`src/design/lcsp_pkg.sv`:
```
// Constants and types shared by the log counter select parser
package lcsp_pkg;
  // ----------------------------------------------------------------
  // Command block layout
  // ----------------------------------------------------------------
  localparam int LCSP_CDB_BYTES = 10;
  localparam int LCSP_CDB_FLAGS_BYTE = 1;
  localparam int LCSP_RESET_ALL_POS = 1;
  localparam int LCSP_PC_BYTE = 2;
  localparam int LCSP_PC_MSB = 7;
  localparam int LCSP_LEN_MSB_BYTE = 7;
  localparam int LCSP_LEN_LSB_BYTE = 8;
  localparam logic [15:0] LCSP_MAX_LIST_LEN = 16'h00FF;
  // ----------------------------------------------------------------
  // List header and log parameter layout
  // ----------------------------------------------------------------
  localparam logic [5:0] LCSP_PAGE_WRITE = 6'h02;
  localparam logic [5:0] LCSP_PAGE_READ = 6'h03;
  localparam logic [15:0] LCSP_CODE_FIRST = 16'h0002;
  localparam logic [15:0] LCSP_CODE_LAST = 16'h0006;
  localparam int LCSP_UPD_DIS_POS = 7;
  localparam int LCSP_CMP_EN_POS = 4;
  localparam int LCSP_TMC_LSB = 2;
  localparam int LCSP_VALUE_BITS = 40;
  localparam int LCSP_COUNTERS = 5;
  localparam int LCSP_ENTRIES = 10;
  // Byte width of counters 0002h..0006h
  localparam int LCSP_CNT_BYTES [LCSP_COUNTERS] = '{3, 3, 3, 5, 2};
  // ----------------------------------------------------------------
  // Sense answer for an illegal field combination
  // ----------------------------------------------------------------
  localparam logic [3:0] LCSP_KEY_ILLEGAL = 4'h5;
  localparam logic [7:0] LCSP_ASC_INVALID_FIELD = 8'h24;
  localparam logic [7:0] LCSP_ASCQ_INVALID_FIELD = 8'h00;
  localparam logic [7:0] LCSP_FSC_INVALID_FIELD = 8'hCE;
  // ----------------------------------------------------------------
  // Enumerations
  // ----------------------------------------------------------------
  typedef enum logic [1:0] {
    LCSP_PC_THRESHOLD = 2'h0,
    LCSP_PC_CUMULATIVE = 2'h1,
    LCSP_PC_DEFAULT_THR = 2'h2,
    LCSP_PC_CLEAR_CUM = 2'h3
  } lcsp_pc_t;
  typedef enum logic [1:0] {
    LCSP_TMC_ALWAYS = 2'h0,
    LCSP_TMC_EQUAL = 2'h1,
    LCSP_TMC_DIFFER = 2'h2,
    LCSP_TMC_ABOVE = 2'h3
  } lcsp_tmc_t;
  typedef enum logic [2:0] {
    LCSP_ST_IDLE = 3'h0,
    LCSP_ST_HDR = 3'h1,
    LCSP_ST_PAR = 3'h3,
    LCSP_ST_VAL = 3'h2,
    LCSP_ST_DONE = 3'h6
  } lcsp_state_t;
endpackage : lcsp_pkg

```
`src/design/lcsp_cdb_check.sv`:
```
// Command block field extraction and legality check
`timescale 1ns/1ps
module lcsp_cdb_check (
  input wire logic [79:0] cdb, // Command block, byte 0 in bits 79:72
  output logic reset_all_counters_bit, // Reset-all request
  output lcsp_pkg::lcsp_pc_t page_control_field, // Page control
  output logic [15:0] list_len, // Parameter list length in bytes
  output logic illegal // Field combination refused
);
  function automatic logic [7:0] cdb_byte(input logic [79:0] c, input int i);
    return c[79 - 8 * i -: 8];
  endfunction : cdb_byte

  // Save request, vendor bits and reserved fields are not looked at
  logic [7:0] flags_byte;
  logic [7:0] pc_byte;
  assign flags_byte = cdb_byte(cdb, lcsp_pkg::LCSP_CDB_FLAGS_BYTE);
  assign pc_byte = cdb_byte(cdb, lcsp_pkg::LCSP_PC_BYTE);
  assign reset_all_counters_bit = flags_byte[lcsp_pkg::LCSP_RESET_ALL_POS];
  assign page_control_field = lcsp_pkg::lcsp_pc_t'(pc_byte[lcsp_pkg::LCSP_PC_MSB -: 2]);
  assign list_len = {cdb_byte(cdb, lcsp_pkg::LCSP_LEN_MSB_BYTE),
                     cdb_byte(cdb, lcsp_pkg::LCSP_LEN_LSB_BYTE)};

  always_comb begin
    illegal = 1'b0;
    if (list_len > lcsp_pkg::LCSP_MAX_LIST_LEN) begin
      illegal = 1'b1;
    end
    if (reset_all_counters_bit && list_len != 16'h0000) begin
      illegal = 1'b1;
    end
    if (!reset_all_counters_bit && page_control_field[1] && list_len != 16'h0000) begin
      illegal = 1'b1;
    end
  end
endmodule : lcsp_cdb_check

```
`src/design/lcsp_parser.sv`:
```
// Log counter select command parser and counter store
//
// Overview of operation
// - Reset-all clears values, enables; thresholds all ones
// - Reset-all with list length gives illegal request
// - Page control 00b thresholds, 01b cumulative values
// - 10b defaults thresholds; 11b clears cumulative values
// - 10b/11b with list length gives illegal request
// - List length from bytes 7-8; zero means no data
// - Accept list lengths zero to 255 only
// - Page code 02h write, 03h read page
// - Several headers per command, one page each
// - Header bytes 2-3 give page length, MSB first
// - Parameter: code, control byte, length, big-endian value
// - Zero or more parameters, any code order
// - Command byte 9 vendor bits have no function
// - Codes 0002h-0006h select the five counters
// - Met criteria: always, equal, differ, above threshold
`timescale 1ns/1ps
module lcsp_parser (
  input wire logic clk, // 200 MHz clock
  input wire logic rst, // Asynchronous reset, active high
  input wire logic cmd_valid, // Command block offered
  input wire logic [79:0] cmd_cdb, // Command block, byte 0 in bits 79:72
  output logic cmd_busy, // Command in progress
  input wire logic dout_valid, // Data Out byte offered
  input wire logic [7:0] dout_data, // Data Out byte
  output logic dout_ready, // Data Out byte taken when valid
  output logic cmd_done, // Command finished, one cycle
  output logic cmd_check, // Check condition for last command
  output logic [3:0] sense_key, // Sense key of last command
  output logic [7:0] sense_asc, // Additional sense code
  output logic [7:0] sense_ascq, // Additional sense qualifier
  output logic [7:0] sense_fsc, // Fault symptom code
  input wire logic upd_valid, // Counter update from the drive
  input wire logic upd_page, // Update page, 1 for read page
  input wire logic [2:0] upd_idx, // Counter index 0..4
  input wire logic [39:0] upd_value, // New cumulative value
  output logic thr_met, // Threshold criteria met, one cycle
  output logic thr_met_page, // Page of the met counter
  output logic [2:0] thr_met_idx, // Index of the met counter
  input wire logic rd_page, // Readback page
  input wire logic [2:0] rd_idx, // Readback counter index
  output logic [39:0] rd_cum, // Cumulative value readback
  output logic [39:0] rd_thr, // Threshold readback
  output logic rd_etc, // Comparison enable readback
  output logic rd_du, // Update disable readback
  output logic [1:0] rd_tmc // Met criteria readback
);
  localparam int NE = lcsp_pkg::LCSP_ENTRIES;
  localparam int VW = lcsp_pkg::LCSP_VALUE_BITS;

  // ----------------------------------------------------------------
  // Helpers
  // ----------------------------------------------------------------
  function automatic logic [3:0] ent(input logic pg, input logic [2:0] ix);
    return pg ? 4'(ix) + 4'h5 : {1'b0, ix};
  endfunction : ent

  function automatic logic [VW-1:0] mask_of(input logic [3:0] e);
    logic [2:0] ix;
    ix = (e >= 4'h5) ? 3'(e - 4'h5) : e[2:0];
    return (VW'(1) << (8 * lcsp_pkg::LCSP_CNT_BYTES[ix])) - VW'(1);
  endfunction : mask_of

  function automatic logic met(input logic [1:0] threshold_met_criteria, input logic [VW-1:0] v,
                               input logic [VW-1:0] t);
    unique case (lcsp_pkg::lcsp_tmc_t'(threshold_met_criteria))
      lcsp_pkg::LCSP_TMC_ALWAYS: return 1'b1;
      lcsp_pkg::LCSP_TMC_EQUAL: return v == t;
      lcsp_pkg::LCSP_TMC_DIFFER: return v != t;
      lcsp_pkg::LCSP_TMC_ABOVE: return v > t;
    endcase
  endfunction : met

  // ----------------------------------------------------------------
  // Command decode
  // ----------------------------------------------------------------
  logic reset_all_counters_bit;
  lcsp_pkg::lcsp_pc_t page_control_field;
  logic [15:0] list_len;
  logic illegal;
  lcsp_pkg::lcsp_state_t state_q;
  logic accept;

  lcsp_cdb_check u_cdb (
    .cdb(cmd_cdb),
    .reset_all_counters_bit(reset_all_counters_bit),
    .page_control_field(page_control_field),
    .list_len(list_len),
    .illegal(illegal)
  );

  assign accept = cmd_valid && state_q == lcsp_pkg::LCSP_ST_IDLE;
  assign cmd_busy = state_q != lcsp_pkg::LCSP_ST_IDLE;
  assign cmd_done = state_q == lcsp_pkg::LCSP_ST_DONE;
  assign dout_ready = state_q inside {lcsp_pkg::LCSP_ST_HDR, lcsp_pkg::LCSP_ST_PAR,
                                      lcsp_pkg::LCSP_ST_VAL};

  // ----------------------------------------------------------------
  // Parser state
  // ----------------------------------------------------------------
  logic take;
  logic [7:0] list_rem_q;
  logic [15:0] page_rem_q;
  logic [15:0] page_rem_dec;
  logic [7:0] val_rem_q;
  logic [1:0] idx_q;
  logic page_sel_q;
  logic page_ok_q;
  logic [15:0] code_q;
  logic [7:0] ctrl_q;
  lcsp_pkg::lcsp_pc_t pc_q;
  logic param_end;
  logic apply;
  logic [VW-1:0] acc_q;
  logic [VW-1:0] acc_next;

  assign take = dout_valid && dout_ready;
  assign page_rem_dec = page_rem_q - 16'h0001;
  assign param_end = take && ((state_q == lcsp_pkg::LCSP_ST_PAR && idx_q == 2'h3
                               && dout_data == 8'h00)
                              || (state_q == lcsp_pkg::LCSP_ST_VAL && val_rem_q == 8'h01));
  assign apply = param_end && page_ok_q && code_q >= lcsp_pkg::LCSP_CODE_FIRST
                 && code_q <= lcsp_pkg::LCSP_CODE_LAST;

  lcsp_value_acc #(.WIDTH(VW)) u_acc (
    .clk(clk),
    .rst(rst),
    .clear(take && state_q == lcsp_pkg::LCSP_ST_PAR),
    .shift(take && state_q == lcsp_pkg::LCSP_ST_VAL),
    .data_byte(dout_data),
    .value_q(acc_q),
    .value_next(acc_next)
  );

  always_ff @(posedge clk or posedge rst) begin
    if (rst) begin
      state_q <= lcsp_pkg::LCSP_ST_IDLE;
      list_rem_q <= 8'h00;
      page_rem_q <= 16'h0000;
      val_rem_q <= 8'h00;
      idx_q <= 2'h0;
    end else begin
      unique case (state_q)
        lcsp_pkg::LCSP_ST_IDLE: begin
          if (accept) begin
            list_rem_q <= list_len[7:0];
            idx_q <= 2'h0;
            state_q <= (illegal || list_len == 16'h0000) ? lcsp_pkg::LCSP_ST_DONE
                       : lcsp_pkg::LCSP_ST_HDR;
          end
        end
        lcsp_pkg::LCSP_ST_HDR: begin
          if (take) begin
            idx_q <= idx_q + 2'h1;
            if (idx_q == 2'h2) begin
              page_rem_q[15:8] <= dout_data;
            end
            if (idx_q == 2'h3) begin
              page_rem_q[7:0] <= dout_data;
              state_q <= ({page_rem_q[15:8], dout_data} == 16'h0000)
                         ? lcsp_pkg::LCSP_ST_HDR : lcsp_pkg::LCSP_ST_PAR;
            end
          end
        end
        lcsp_pkg::LCSP_ST_PAR: begin
          if (take) begin
            idx_q <= idx_q + 2'h1;
            page_rem_q <= page_rem_dec;
            if (idx_q == 2'h3) begin
              val_rem_q <= dout_data;
              if (dout_data != 8'h00) begin
                state_q <= lcsp_pkg::LCSP_ST_VAL;
              end else if (page_rem_dec == 16'h0000) begin
                state_q <= lcsp_pkg::LCSP_ST_HDR;
              end
            end
          end
        end
        lcsp_pkg::LCSP_ST_VAL: begin
          if (take) begin
            val_rem_q <= val_rem_q - 8'h01;
            page_rem_q <= page_rem_dec;
            if (val_rem_q == 8'h01) begin
              idx_q <= 2'h0;
              state_q <= (page_rem_dec == 16'h0000) ? lcsp_pkg::LCSP_ST_HDR
                         : lcsp_pkg::LCSP_ST_PAR;
            end
          end
        end
        lcsp_pkg::LCSP_ST_DONE: begin
          state_q <= lcsp_pkg::LCSP_ST_IDLE;
        end
        default: begin
          state_q <= lcsp_pkg::LCSP_ST_IDLE;
        end
      endcase
      if (take) begin
        list_rem_q <= list_rem_q - 8'h01;
        if (list_rem_q == 8'h01) begin
          state_q <= lcsp_pkg::LCSP_ST_DONE;
        end
      end
    end
  end

  // Header and parameter fields
  always_ff @(posedge clk or posedge rst) begin
    if (rst) begin
      page_sel_q <= 1'b0;
      page_ok_q <= 1'b0;
      code_q <= 16'h0000;
      ctrl_q <= 8'h00;
      pc_q <= lcsp_pkg::LCSP_PC_THRESHOLD;
    end else begin
      if (accept) begin
        pc_q <= page_control_field;
      end
      if (take && state_q == lcsp_pkg::LCSP_ST_HDR && idx_q == 2'h0) begin
        page_ok_q <= dout_data[5:0] == lcsp_pkg::LCSP_PAGE_WRITE
                     || dout_data[5:0] == lcsp_pkg::LCSP_PAGE_READ;
        page_sel_q <= dout_data[5:0] == lcsp_pkg::LCSP_PAGE_READ;
      end
      if (take && state_q == lcsp_pkg::LCSP_ST_PAR) begin
        if (idx_q == 2'h0) begin
          code_q[15:8] <= dout_data;
        end
        if (idx_q == 2'h1) begin
          code_q[7:0] <= dout_data;
        end
        if (idx_q == 2'h2) begin
          ctrl_q <= dout_data;
        end
      end
    end
  end

  // ----------------------------------------------------------------
  // Counter store
  // ----------------------------------------------------------------
  logic [VW-1:0] cum_q [NE];
  logic [VW-1:0] thr_q [NE];
  logic [NE-1:0] etc_q;
  logic [NE-1:0] du_q;
  logic [1:0] tmc_q [NE];
  logic [3:0] apply_ent;
  logic [VW-1:0] apply_val;
  logic [3:0] upd_ent;
  logic upd_ok;
  logic bulk_thr;
  logic bulk_cum;

  assign apply_ent = ent(page_sel_q, 3'(code_q - lcsp_pkg::LCSP_CODE_FIRST));
  assign apply_val = (state_q == lcsp_pkg::LCSP_ST_VAL) ? acc_next : '0;
  assign upd_ent = ent(upd_page, upd_idx);
  assign upd_ok = upd_valid && upd_idx < 3'(lcsp_pkg::LCSP_COUNTERS);
  assign bulk_thr = accept && !illegal && (reset_all_counters_bit
                    || page_control_field == lcsp_pkg::LCSP_PC_DEFAULT_THR);
  assign bulk_cum = accept && !illegal && (reset_all_counters_bit
                    || page_control_field == lcsp_pkg::LCSP_PC_CLEAR_CUM);

  always_ff @(posedge clk or posedge rst) begin
    if (rst) begin
      for (int i = 0; i < NE; i++) begin
        cum_q[i] <= '0;
        thr_q[i] <= mask_of(4'(i));
        tmc_q[i] <= 2'h0;
      end
      etc_q <= '0;
      du_q <= '0;
    end else begin
      if (upd_ok && !du_q[upd_ent]) begin
        cum_q[upd_ent] <= upd_value & mask_of(upd_ent);
      end
      for (int i = 0; i < NE; i++) begin
        if (bulk_thr) begin
          thr_q[i] <= mask_of(4'(i));
          etc_q[i] <= 1'b0;
        end
        if (bulk_cum) begin
          cum_q[i] <= '0;
        end
      end
      if (apply) begin
        if (pc_q == lcsp_pkg::LCSP_PC_THRESHOLD) begin
          thr_q[apply_ent] <= apply_val & mask_of(apply_ent);
        end else begin
          cum_q[apply_ent] <= apply_val & mask_of(apply_ent);
        end
        du_q[apply_ent] <= ctrl_q[lcsp_pkg::LCSP_UPD_DIS_POS];
        etc_q[apply_ent] <= ctrl_q[lcsp_pkg::LCSP_CMP_EN_POS];
        tmc_q[apply_ent] <= ctrl_q[lcsp_pkg::LCSP_TMC_LSB +: 2];
      end
    end
  end

  // ----------------------------------------------------------------
  // Status, threshold events and readback
  // ----------------------------------------------------------------
  always_ff @(posedge clk or posedge rst) begin
    if (rst) begin
      cmd_check <= 1'b0;
      sense_key <= 4'h0;
      sense_asc <= 8'h00;
      sense_ascq <= 8'h00;
      sense_fsc <= 8'h00;
    end else if (accept) begin
      cmd_check <= illegal;
      sense_key <= illegal ? lcsp_pkg::LCSP_KEY_ILLEGAL : 4'h0;
      sense_asc <= illegal ? lcsp_pkg::LCSP_ASC_INVALID_FIELD : 8'h00;
      sense_ascq <= lcsp_pkg::LCSP_ASCQ_INVALID_FIELD;
      sense_fsc <= illegal ? lcsp_pkg::LCSP_FSC_INVALID_FIELD : 8'h00;
    end
  end

  always_ff @(posedge clk or posedge rst) begin
    if (rst) begin
      thr_met <= 1'b0;
      thr_met_page <= 1'b0;
      thr_met_idx <= 3'h0;
    end else begin
      thr_met <= upd_ok && !du_q[upd_ent] && etc_q[upd_ent]
                 && met(tmc_q[upd_ent], upd_value & mask_of(upd_ent), thr_q[upd_ent]);
      thr_met_page <= upd_page;
      thr_met_idx <= upd_idx;
    end
  end

  always_ff @(posedge clk or posedge rst) begin
    if (rst) begin
      rd_cum <= '0;
      rd_thr <= '0;
      rd_etc <= 1'b0;
      rd_du <= 1'b0;
      rd_tmc <= 2'h0;
    end else if (rd_idx < 3'(lcsp_pkg::LCSP_COUNTERS)) begin
      rd_cum <= cum_q[ent(rd_page, rd_idx)];
      rd_thr <= thr_q[ent(rd_page, rd_idx)];
      rd_etc <= etc_q[ent(rd_page, rd_idx)];
      rd_du <= du_q[ent(rd_page, rd_idx)];
      rd_tmc <= tmc_q[ent(rd_page, rd_idx)];
    end
  end
endmodule : lcsp_parser

```
`src/design/lcsp_value_acc.sv`:
```
// Big-endian accumulator for a log parameter value
`timescale 1ns/1ps
module lcsp_value_acc #(
  parameter int WIDTH = 40 // Bits kept of the value
) (
  input wire logic clk, // Clock
  input wire logic rst, // Asynchronous reset
  input wire logic clear, // Start a new value
  input wire logic shift, // Take one byte
  input wire logic [7:0] data_byte, // Byte taken, most significant first
  output logic [WIDTH-1:0] value_q, // Value so far
  output logic [WIDTH-1:0] value_next // Value including this cycle's byte
);
  if (WIDTH < 16 || WIDTH % 8 != 0) begin : g_bad_width
    $error("lcsp_value_acc: WIDTH must be a byte multiple of 16 or more");
  end

  // Excess leading bytes fall off the top
  assign value_next = shift ? {value_q[WIDTH-9:0], data_byte} : value_q;

  always_ff @(posedge clk or posedge rst) begin
    if (rst) begin
      value_q <= '0;
    end else if (clear) begin
      value_q <= '0;
    end else begin
      value_q <= value_next;
    end
  end
endmodule : lcsp_value_acc

```
`config.mk`:
```
export PLATFORM = sky130hd
export DESIGN_NAME = lcsp_parser
export DESIGN_NICKNAME = d
export VERILOG_FILES = /design/src/design/lcsp_pkg.sv /design/src/design/lcsp_cdb_check.sv /design/src/design/lcsp_parser.sv /design/src/design/lcsp_value_acc.sv
export SDC_FILE = /design/constraint.sdc
export NUM_CORES = 2
export LEC_CHECK = 0
export ABC_AREA = 1
export ABC_CLOCK_PERIOD_IN_PS = 36100
export BUFFER_PORTS_ARGS = -buffer_cell sky130_fd_sc_hd__buf_4
export CAP_MARGIN = 20
export CORE_UTILIZATION = 55
export CTS_CLUSTER_SIZE = 8
export DETAILED_ROUTE_END_ITERATION = 6
export PLACE_DENSITY = 0.73
export SLEW_MARGIN = 20
export SYNTH_ARGS = -nofsm -noshare
export SYNTH_HDL_FRONTEND = slang
export SYNTH_HIERARCHICAL = 1
export SYNTH_SLANG_ARGS = --single-unit
```
`constraint.sdc`:
```
create_clock -name clk -period 36.1 [get_ports clk]
set_clock_uncertainty 0.05 [all_clocks]
set_input_delay 1.805 -clock clk [delete_from_list [all_inputs] [get_ports clk]]
set_output_delay 1.805 -clock clk [all_outputs]
set_load 0.005 [all_outputs]
```
## Yosys cells after proc, flatten, opt, wreduce, memory -nomap -nowiden

Memories as Yosys holds them, arrays and structs flattened.
Index checks and enable logic that the tools add are counted.

- Register bits after elaboration: 1055
- Bits in latches: 0
- RAM bits: 0
- Bits in read-only memories: 512
- Bits of input ports: 141
- Output and inout port bits: 121
- Logic and storage cells: 311
- Memories kept: 2

Memory list:

| memory | depth | width | read ports | clocked after Yosys merged registers in | wr ports | line | text |
|---|---|---|---|---|---|---|---|
| (name not given) | 8 | 32 | 1 | 0 | 0 | lcsp_parser.sv:63 | `return (VW'(1) << (8 * lcsp_pkg::LCSP_CNT_BYTES[ix])) - VW'(1);` |
| (name not given) | 8 | 32 | 1 | 0 | 0 | lcsp_parser.sv:63 |  |

- $add $sub $neg: 12
- Multipliers: 0
- Div/mod/pow operators: 0
- $lt $le $gt $ge: 19
- Eq/ne operators: 28
- Shifts and indexed selects: 2
- Muxes and demuxes: 123
- Bitwise gates (word level): 7
- Reduce and logical (&&, ||, !) cells: 61

Operator list:

| kind | number |
|---|---|
| $mux W400 | 5 |
| $mux W40 | 31 |
| $bwmux W400 | 3 |
| $bmux W40 S4 | 3 |
| $demux W40 S4 | 2 |
| $mux W29 | 4 |
| $and A40 B40 Y40 | 2 |
| $shl A1 B32 Y40 const A | 2 |
| $sub A40 B2 Y40 const B | 2 |
| $mux W8 | 8 |
| $logic_not A16 Y1 | 3 |
| $mux W3 | 15 |
| $eq A40 B40 Y1 | 1 |
| $gt A40 B40 Y1 | 1 |
| $ne A40 B40 Y1 | 1 |
| $mux W16 | 2 |
| $pmux W16 S2 | 1 |
| $logic_and A1 B1 Y1 | 26 |
| $mux W2 | 11 |
| $bwmux W10 | 2 |
| $bwmux W20 | 1 |
| $mux W1 | 18 |
| $bmux W1 S4 | 4 |
| $bmux W2 S4 | 2 |
| other kinds (49) | 102 |

## Logic depth before layout (Yosys ltp)

- Word-level depth: 17
- Gate-level depth with buffers: 29
- Depth with buffers taken out: 26

## By module

Netlist, hierarchy kept.

By module, submodules not included:

| module | instances | cells each | area an instance (sq um) | sequential area each (sq um) |
|---|---|---|---|---|
| lcsp_parser | 1 | 8054 | 57041.0 | 25119.1 |
| lcsp_value_acc | 1 | 303 | 2120.8 | 1001.0 |
| lcsp_cdb_check | 1 | 35 | 206.4 | 0.0 |

## Worst setup path before layout

Ideal clock, no wire load.

- Path kind: input to register
- Start: in upd_idx[0]
- End: reg thr_met
- Setup time: 71 ps
- Arrival time: 5623 ps
- Data required time: 35979 ps
- Path slack: 30355 ps
- Cell stages on the path: 27
- Path buffers: 4
- Path through: ha_1 nand2_1 nand2_2 inv_2 clkbuf_1 clkbuf_1 buf_1 ha_1 nand2_1 o21ai_1 buf_2 nand2_1 ha_1 o21ai_0 inv_2 nand2_1 inv_1 ha_1 nand2_1 nor2_1 nand4_1 nor3_1 nand2_1 nor2_1 a31o_2 a21oi_1 nor2_1

- Cells in the longest elaborated chain, start to end: 14
- Elaborated cells between the ends (all ways): 37
- Classes of those cells: add/sub (3); order compare (3); eq/ne (5); shift (1); mux (15); bitwise (3); reduce/logical (6); memory (1)

Ends and longest elaborated chain:

| element | line | text |
|---|---|---|
| start: declaration | lcsp_parser.sv:37 | `input wire logic [2:0] upd_idx,` |
| $add A3 B3 Y4 | lcsp_parser.sv:57 | `return pg ? 4'(ix) + 4'h5 : {1'b0, ix};` |
| $mux W4 | lcsp_parser.sv:57 |  |
| $ge A4 B3 Y1 / $sub A3 B3 Y3 (equally long branches) | lcsp_parser.sv:62 | `ix = (e >= 4'h5) ? 3'(e - 4'h5) : e[2:0];` |
| $mux W3 | lcsp_parser.sv:62 |  |
| $not A3 Y4 (not written as such) | lcsp_parser.sv:63 |  |
| $mem_v2 Z8 W32 | n/a |  |
| $mux W29 (not written as such) (2 in series) | lcsp_parser.sv:63 |  |
| $shl A1 B32 Y40 | lcsp_parser.sv:63 |  |
| $sub A40 B2 Y40 | lcsp_parser.sv:63 |  |
| $and A40 B40 Y40 | lcsp_parser.sv:324 | `&& met(tmc_q[upd_ent], upd_value & mask_of(upd_ent), thr_q[upd_ent]);` |
| $gt A40 B40 Y1 (tied with other cells) | lcsp_parser.sv:72 | `lcsp_pkg::LCSP_TMC_ABOVE: return v > t;` |
| $pmux W1 S4 | lcsp_parser.sv:68 | `unique case (lcsp_pkg::lcsp_tmc_t'(threshold_met_criteria))` |
| $logic_and A1 B1 Y1 * | lcsp_parser.sv:324 |  |
| end signal: assignment | lcsp_parser.sv:323 | `thr_met <= upd_ok && !du_q[upd_ent] && etc_q[upd_ent]` |
| end: declaration | lcsp_parser.sv:39 | `output logic thr_met,` |

Every way passes the cells marked *; elsewhere a longest branch is shown, timed or not. The select of a mux whose other input is x is not followed.
A chain may end at the register's enable or synchronous reset.

## Worst setup path after layout

Ends and elaborated chain as after synthesis.

==> results.cfg <==
[min_path]
hold_path_class = flip-flop to flip-flop

[sta]
slew_violations = 0
slew_headroom = 0.133
fmax_mhz = 160
min_period_ns = 6.26
hold_violations = 0
setup_viol = 0
fin_crit_sh = 0.174
rsz0062_at_grt = false
setup_tns_ns = 0
worstMarginPinSlew_ns = 1.30

[setup_path]
crit_path_end_kind = flip-flop
crit_path_frequent_cell = nand2_1
cp_slowest_cell = inv_4
critPathKind = input port to flip-flop
arrival_ns = 6.90
slowest_delay_ns = 0.52
crit_buf_inv = 5
startpoint_type = input port
crit_path_cell_trace = buf_4 > ha_1 > nand2_1 > nand2_4 > inv_4 > buf_4 > o221ai_1 > nand2_1 > nand2_1 > ha_1 > o21ai_0 > inv_2 > nand2_1 > inv_1 > ha_1 > nand2_1 > nor2_1 > nand4_1 > nor3_1 > nand2_1 > nor2_1 > a31o_2 > a21oi_1 > nor2_1
cp_data_required_time_ns = 36.73
path_delay_family = simple AND/OR/NAND/NOR gates
path_max_fanout = 45

[yosys]
synth_top_family_by_area = simple AND/OR/NAND/NOR gates
synth-edff-count = 0
ys_types = 53
ys_ff_latch = 1031
synthMuxAreaShare = 0
synthAdderAreaFrac = 0.0143
yosys.area_share.simple = 0.281
yosysSeqAreaShare = 0.440
synth-compound-area-share = 0.161
async_reset_ff_frac = 1.00
syn_area_sq_um = 59400
synthXorXnorAreaFrac = 0.00133
synthFlopType = dfrtp_1
ys_warn_count = 6
synth_area_per_cell_sq_um = 7.07
synth_cells = 8392

[die]
coreArea_sq_um = 107000
die_width_microns = 331
dieArea_sq_um = 109000
initial_core_util = 0.555
die_height_microns = 331
num_rows = 120
io-pin-count = 262

[final_layout]
layout.nets = 8364
n_fill_cell = 9598
instances_no_fill = 9641
drive_above_1_share = 0.103
layout-area-overhead-vs-synth_pct = 9.45

[placement]
post-place-cells = 9408
io_buffers = 181
place_congestion = 0.892
dp_hpwl_mm = 115

[grt]
antenna_found_initial = 2
track_usage = 0.384
grt_pass1_vias = 54600
grt_max_degree = 212
grt_pass1_wl_mm = 321
overflow = 0

[power_and_ir_drop]
p_per_area_nw_per_um2 = 63.4
switching_share = 0.380
switchingPower_uw = 1560
ir_drop_uv = 47.0
seq_power_share = 0.373
p_leak_uw = 0.0316
p_int_uw = 2550
pwr-share-clk = 0.316
p_comb_frac = 0.311

[clocking]
cts_max_level = 4
hold_buffers = 0
clkTransAtPathRegs_ns = 0.05
root_buffer = clkbuf_16
clock_sinks = 1031
cts_made_buffers = 146
cts_tree = yes
cts_resized = 0
ctsLongestPathBuffers = 3
insertion_delay_ns = 0.77
post_cts_buffers = 0

[drt]
viasPerCell = 6.12
route.detailed.drc = 0
drt_iter0_markers = 7961
wl_mm = 211
num_vias = 59000
ant_nets = 0
wire_per_inst_microns = 21.9
drtPass1Iterations = 7

[status]
status = completed

[flow_run]
drv_cap = 0
-- state kept, by name (all words and copies together), names as in the netlist, 2 cells and up --
signal	flops
du_q	10
idx_q	2
thr_q	400
code_q	16
rd_cum	40
pc_q	2
rd_tmc	2
etc_q	10
rd_thr	40
page_rem_q	16
list_rem_q	8
u_acc/value_q	40
state_q	3
ctrl_q	4
tmc_q	20
thr_met_idx	3
cum_q	400
val_rem_q	8
-- logic make-up (layout without fill, tap and decap cells) --
| family | Yosys count | count (layout) |
|---|---|---|
| simple gates | 4102 | 4102 |
| compound gates | 1654 | 1654 |
| buf+inv | 1526 | 1352 |
| flops | 1031 | 1031 |
| fa+ha+maj | 68 | 68 |
| xor+xnor | 9 | 9 |
| other cells | 2 | 22 |
-- final timing paths --
check / cells after the start / to / slack [ns] / from
worst max-delay path: 24 / thr_met$_DFF_PP0_ / 29.84 / upd_idx[0]
worst min-delay path: 2 / thr_q[250]$_DFF_PP1_ / 0.43 / thr_q[250]$_DFF_PP1_
worst max register to register: 10 / thr_q[234]$_DFF_PP0_ / 30.31 / state_q[2]$_DFF_PP0_
worst min register to register: 2 / thr_q[250]$_DFF_PP1_ / 0.43 / thr_q[250]$_DFF_PP1_
max in group asynchronous: 6 / rd_thr[6]$_DFFE_PP0N_ / 30.82 / rst
min in group asynchronous: 2 / code_q[8]$_DFFE_PP0P_ / 1.14 / rst
-- synthesized netlist by cell type, types with 71 or more instances --
| cell type | number | area [sq um] |
|---|---|---|
| dfrtp_1 | 775 | 19400 |
| o221ai_1 | 143 | 1250 |
| buf_1 | 71 | 267 |
| nand2_1 | 2173 | 8160 |
| inv_1 | 795 | 2980 |
| o21ai_0 | 809 | 4050 |
| a21oi_1 | 258 | 1290 |
| clkbuf_1 | 467 | 1750 |
| o22ai_1 | 139 | 870 |
| nand3_1 | 592 | 2960 |
| a31oi_1 | 131 | 820 |
| buf_2 | 94 | 470 |
| nor2_1 | 1160 | 4350 |
| dfstp_2 | 256 | 6730 |
| o211ai_1 | 79 | 593 |
-- cells in the final DEF, fill, tap and decap left out, types with 8 or more instances in the layout --
master     instances
clkbuf_16        156
o22ai_1          139
clkbuf_1          72
a31oi_1          131
a21oi_1          258
nor3_1            32
nor4_1             8
conb_1            21
dfstp_2          256
buf_12             9
nand2_2           20
inv_2             21
nor2_1          1155
inv_1            783
o211ai_1          79
nand2_1         2164
o21ai_1           33
nand3_1          592
o221ai_1         143
dfrtp_1          775
o21ai_0          808
or2_2             14
buf_4            273
nand4_1           32
clkinv_1          26
ha_1              68
nor2_2            45
a221oi_1          40
-- worst register-to-register path: cells and delay by family (launching register included) --
family	cells	cell delay, ns
AND/OR/NAND/NOR	6	2.85
buffers and inverters	3	1.97
flip-flops	1	0.46
AO/OA/AOI/OAI	1	0.31
-- layout make-up --
class                           count  area (sq um)  share of cell area
Timing Repair Buffer              284          2260              0.0349
Clock inverter                      2          25.0            0.000385
Clock buffer                      228          4170              0.0642
Antenna cell                        1          2.50           0.0000385
Sequential cell                  1031         26100               0.402
Multi-Input combinational cell   5854         27500               0.422
Tap cell                         1403          1760              0.0270
Inverter                          838          3180              0.0490
-- per-stage QoR --
stage | worst slack, ns | instance area (sq um) | utilization | total power [uW] | hold WS, ns
finish | 29.84 | 65000 | 0.607 | 4120 | 0.431
global route | 29.63 | 65000 | 0.607 | 4340 | 0.445
CTS | 30.03 | 64900 | 0.607 | 4090 | 0.432
detailed placement | 29.28 | 60700 | 0.567 | 2790 | 0.423
global placement | 29.28 | 60700 | 0.567 | 2750 | 0.417
floorplan | 6.79 | 59400 | - | 2420 | 0.403
-- power by group through the flow --
stage / logic, uW / clock network, uW / registers (uW)
2_1_floorplan: 897 / 0 / 1520
3_3_place_gp: 1210 / 0 / 1540
3_5_place_dp: 1240 / 0 / 1550
4_1_cts: 1250 / 1300 / 1530
5_1_grt: 1420 / 1350 / 1560
6_report: 1280 / 1300 / 1540
-- metal layers --
layer	part of all wire	GRT usage	wire, microns	vias up
met4	0.061	0.213	12800	2
met3	0.12	0.0844	25900	871
li1	-	-	-	26600
met2	0.44	0.587	92100	4003
met1	0.38	0.506	80600	27500
met5	0.000061	0	13	-
No activity file was read; power rests on OpenSTA's default activity.
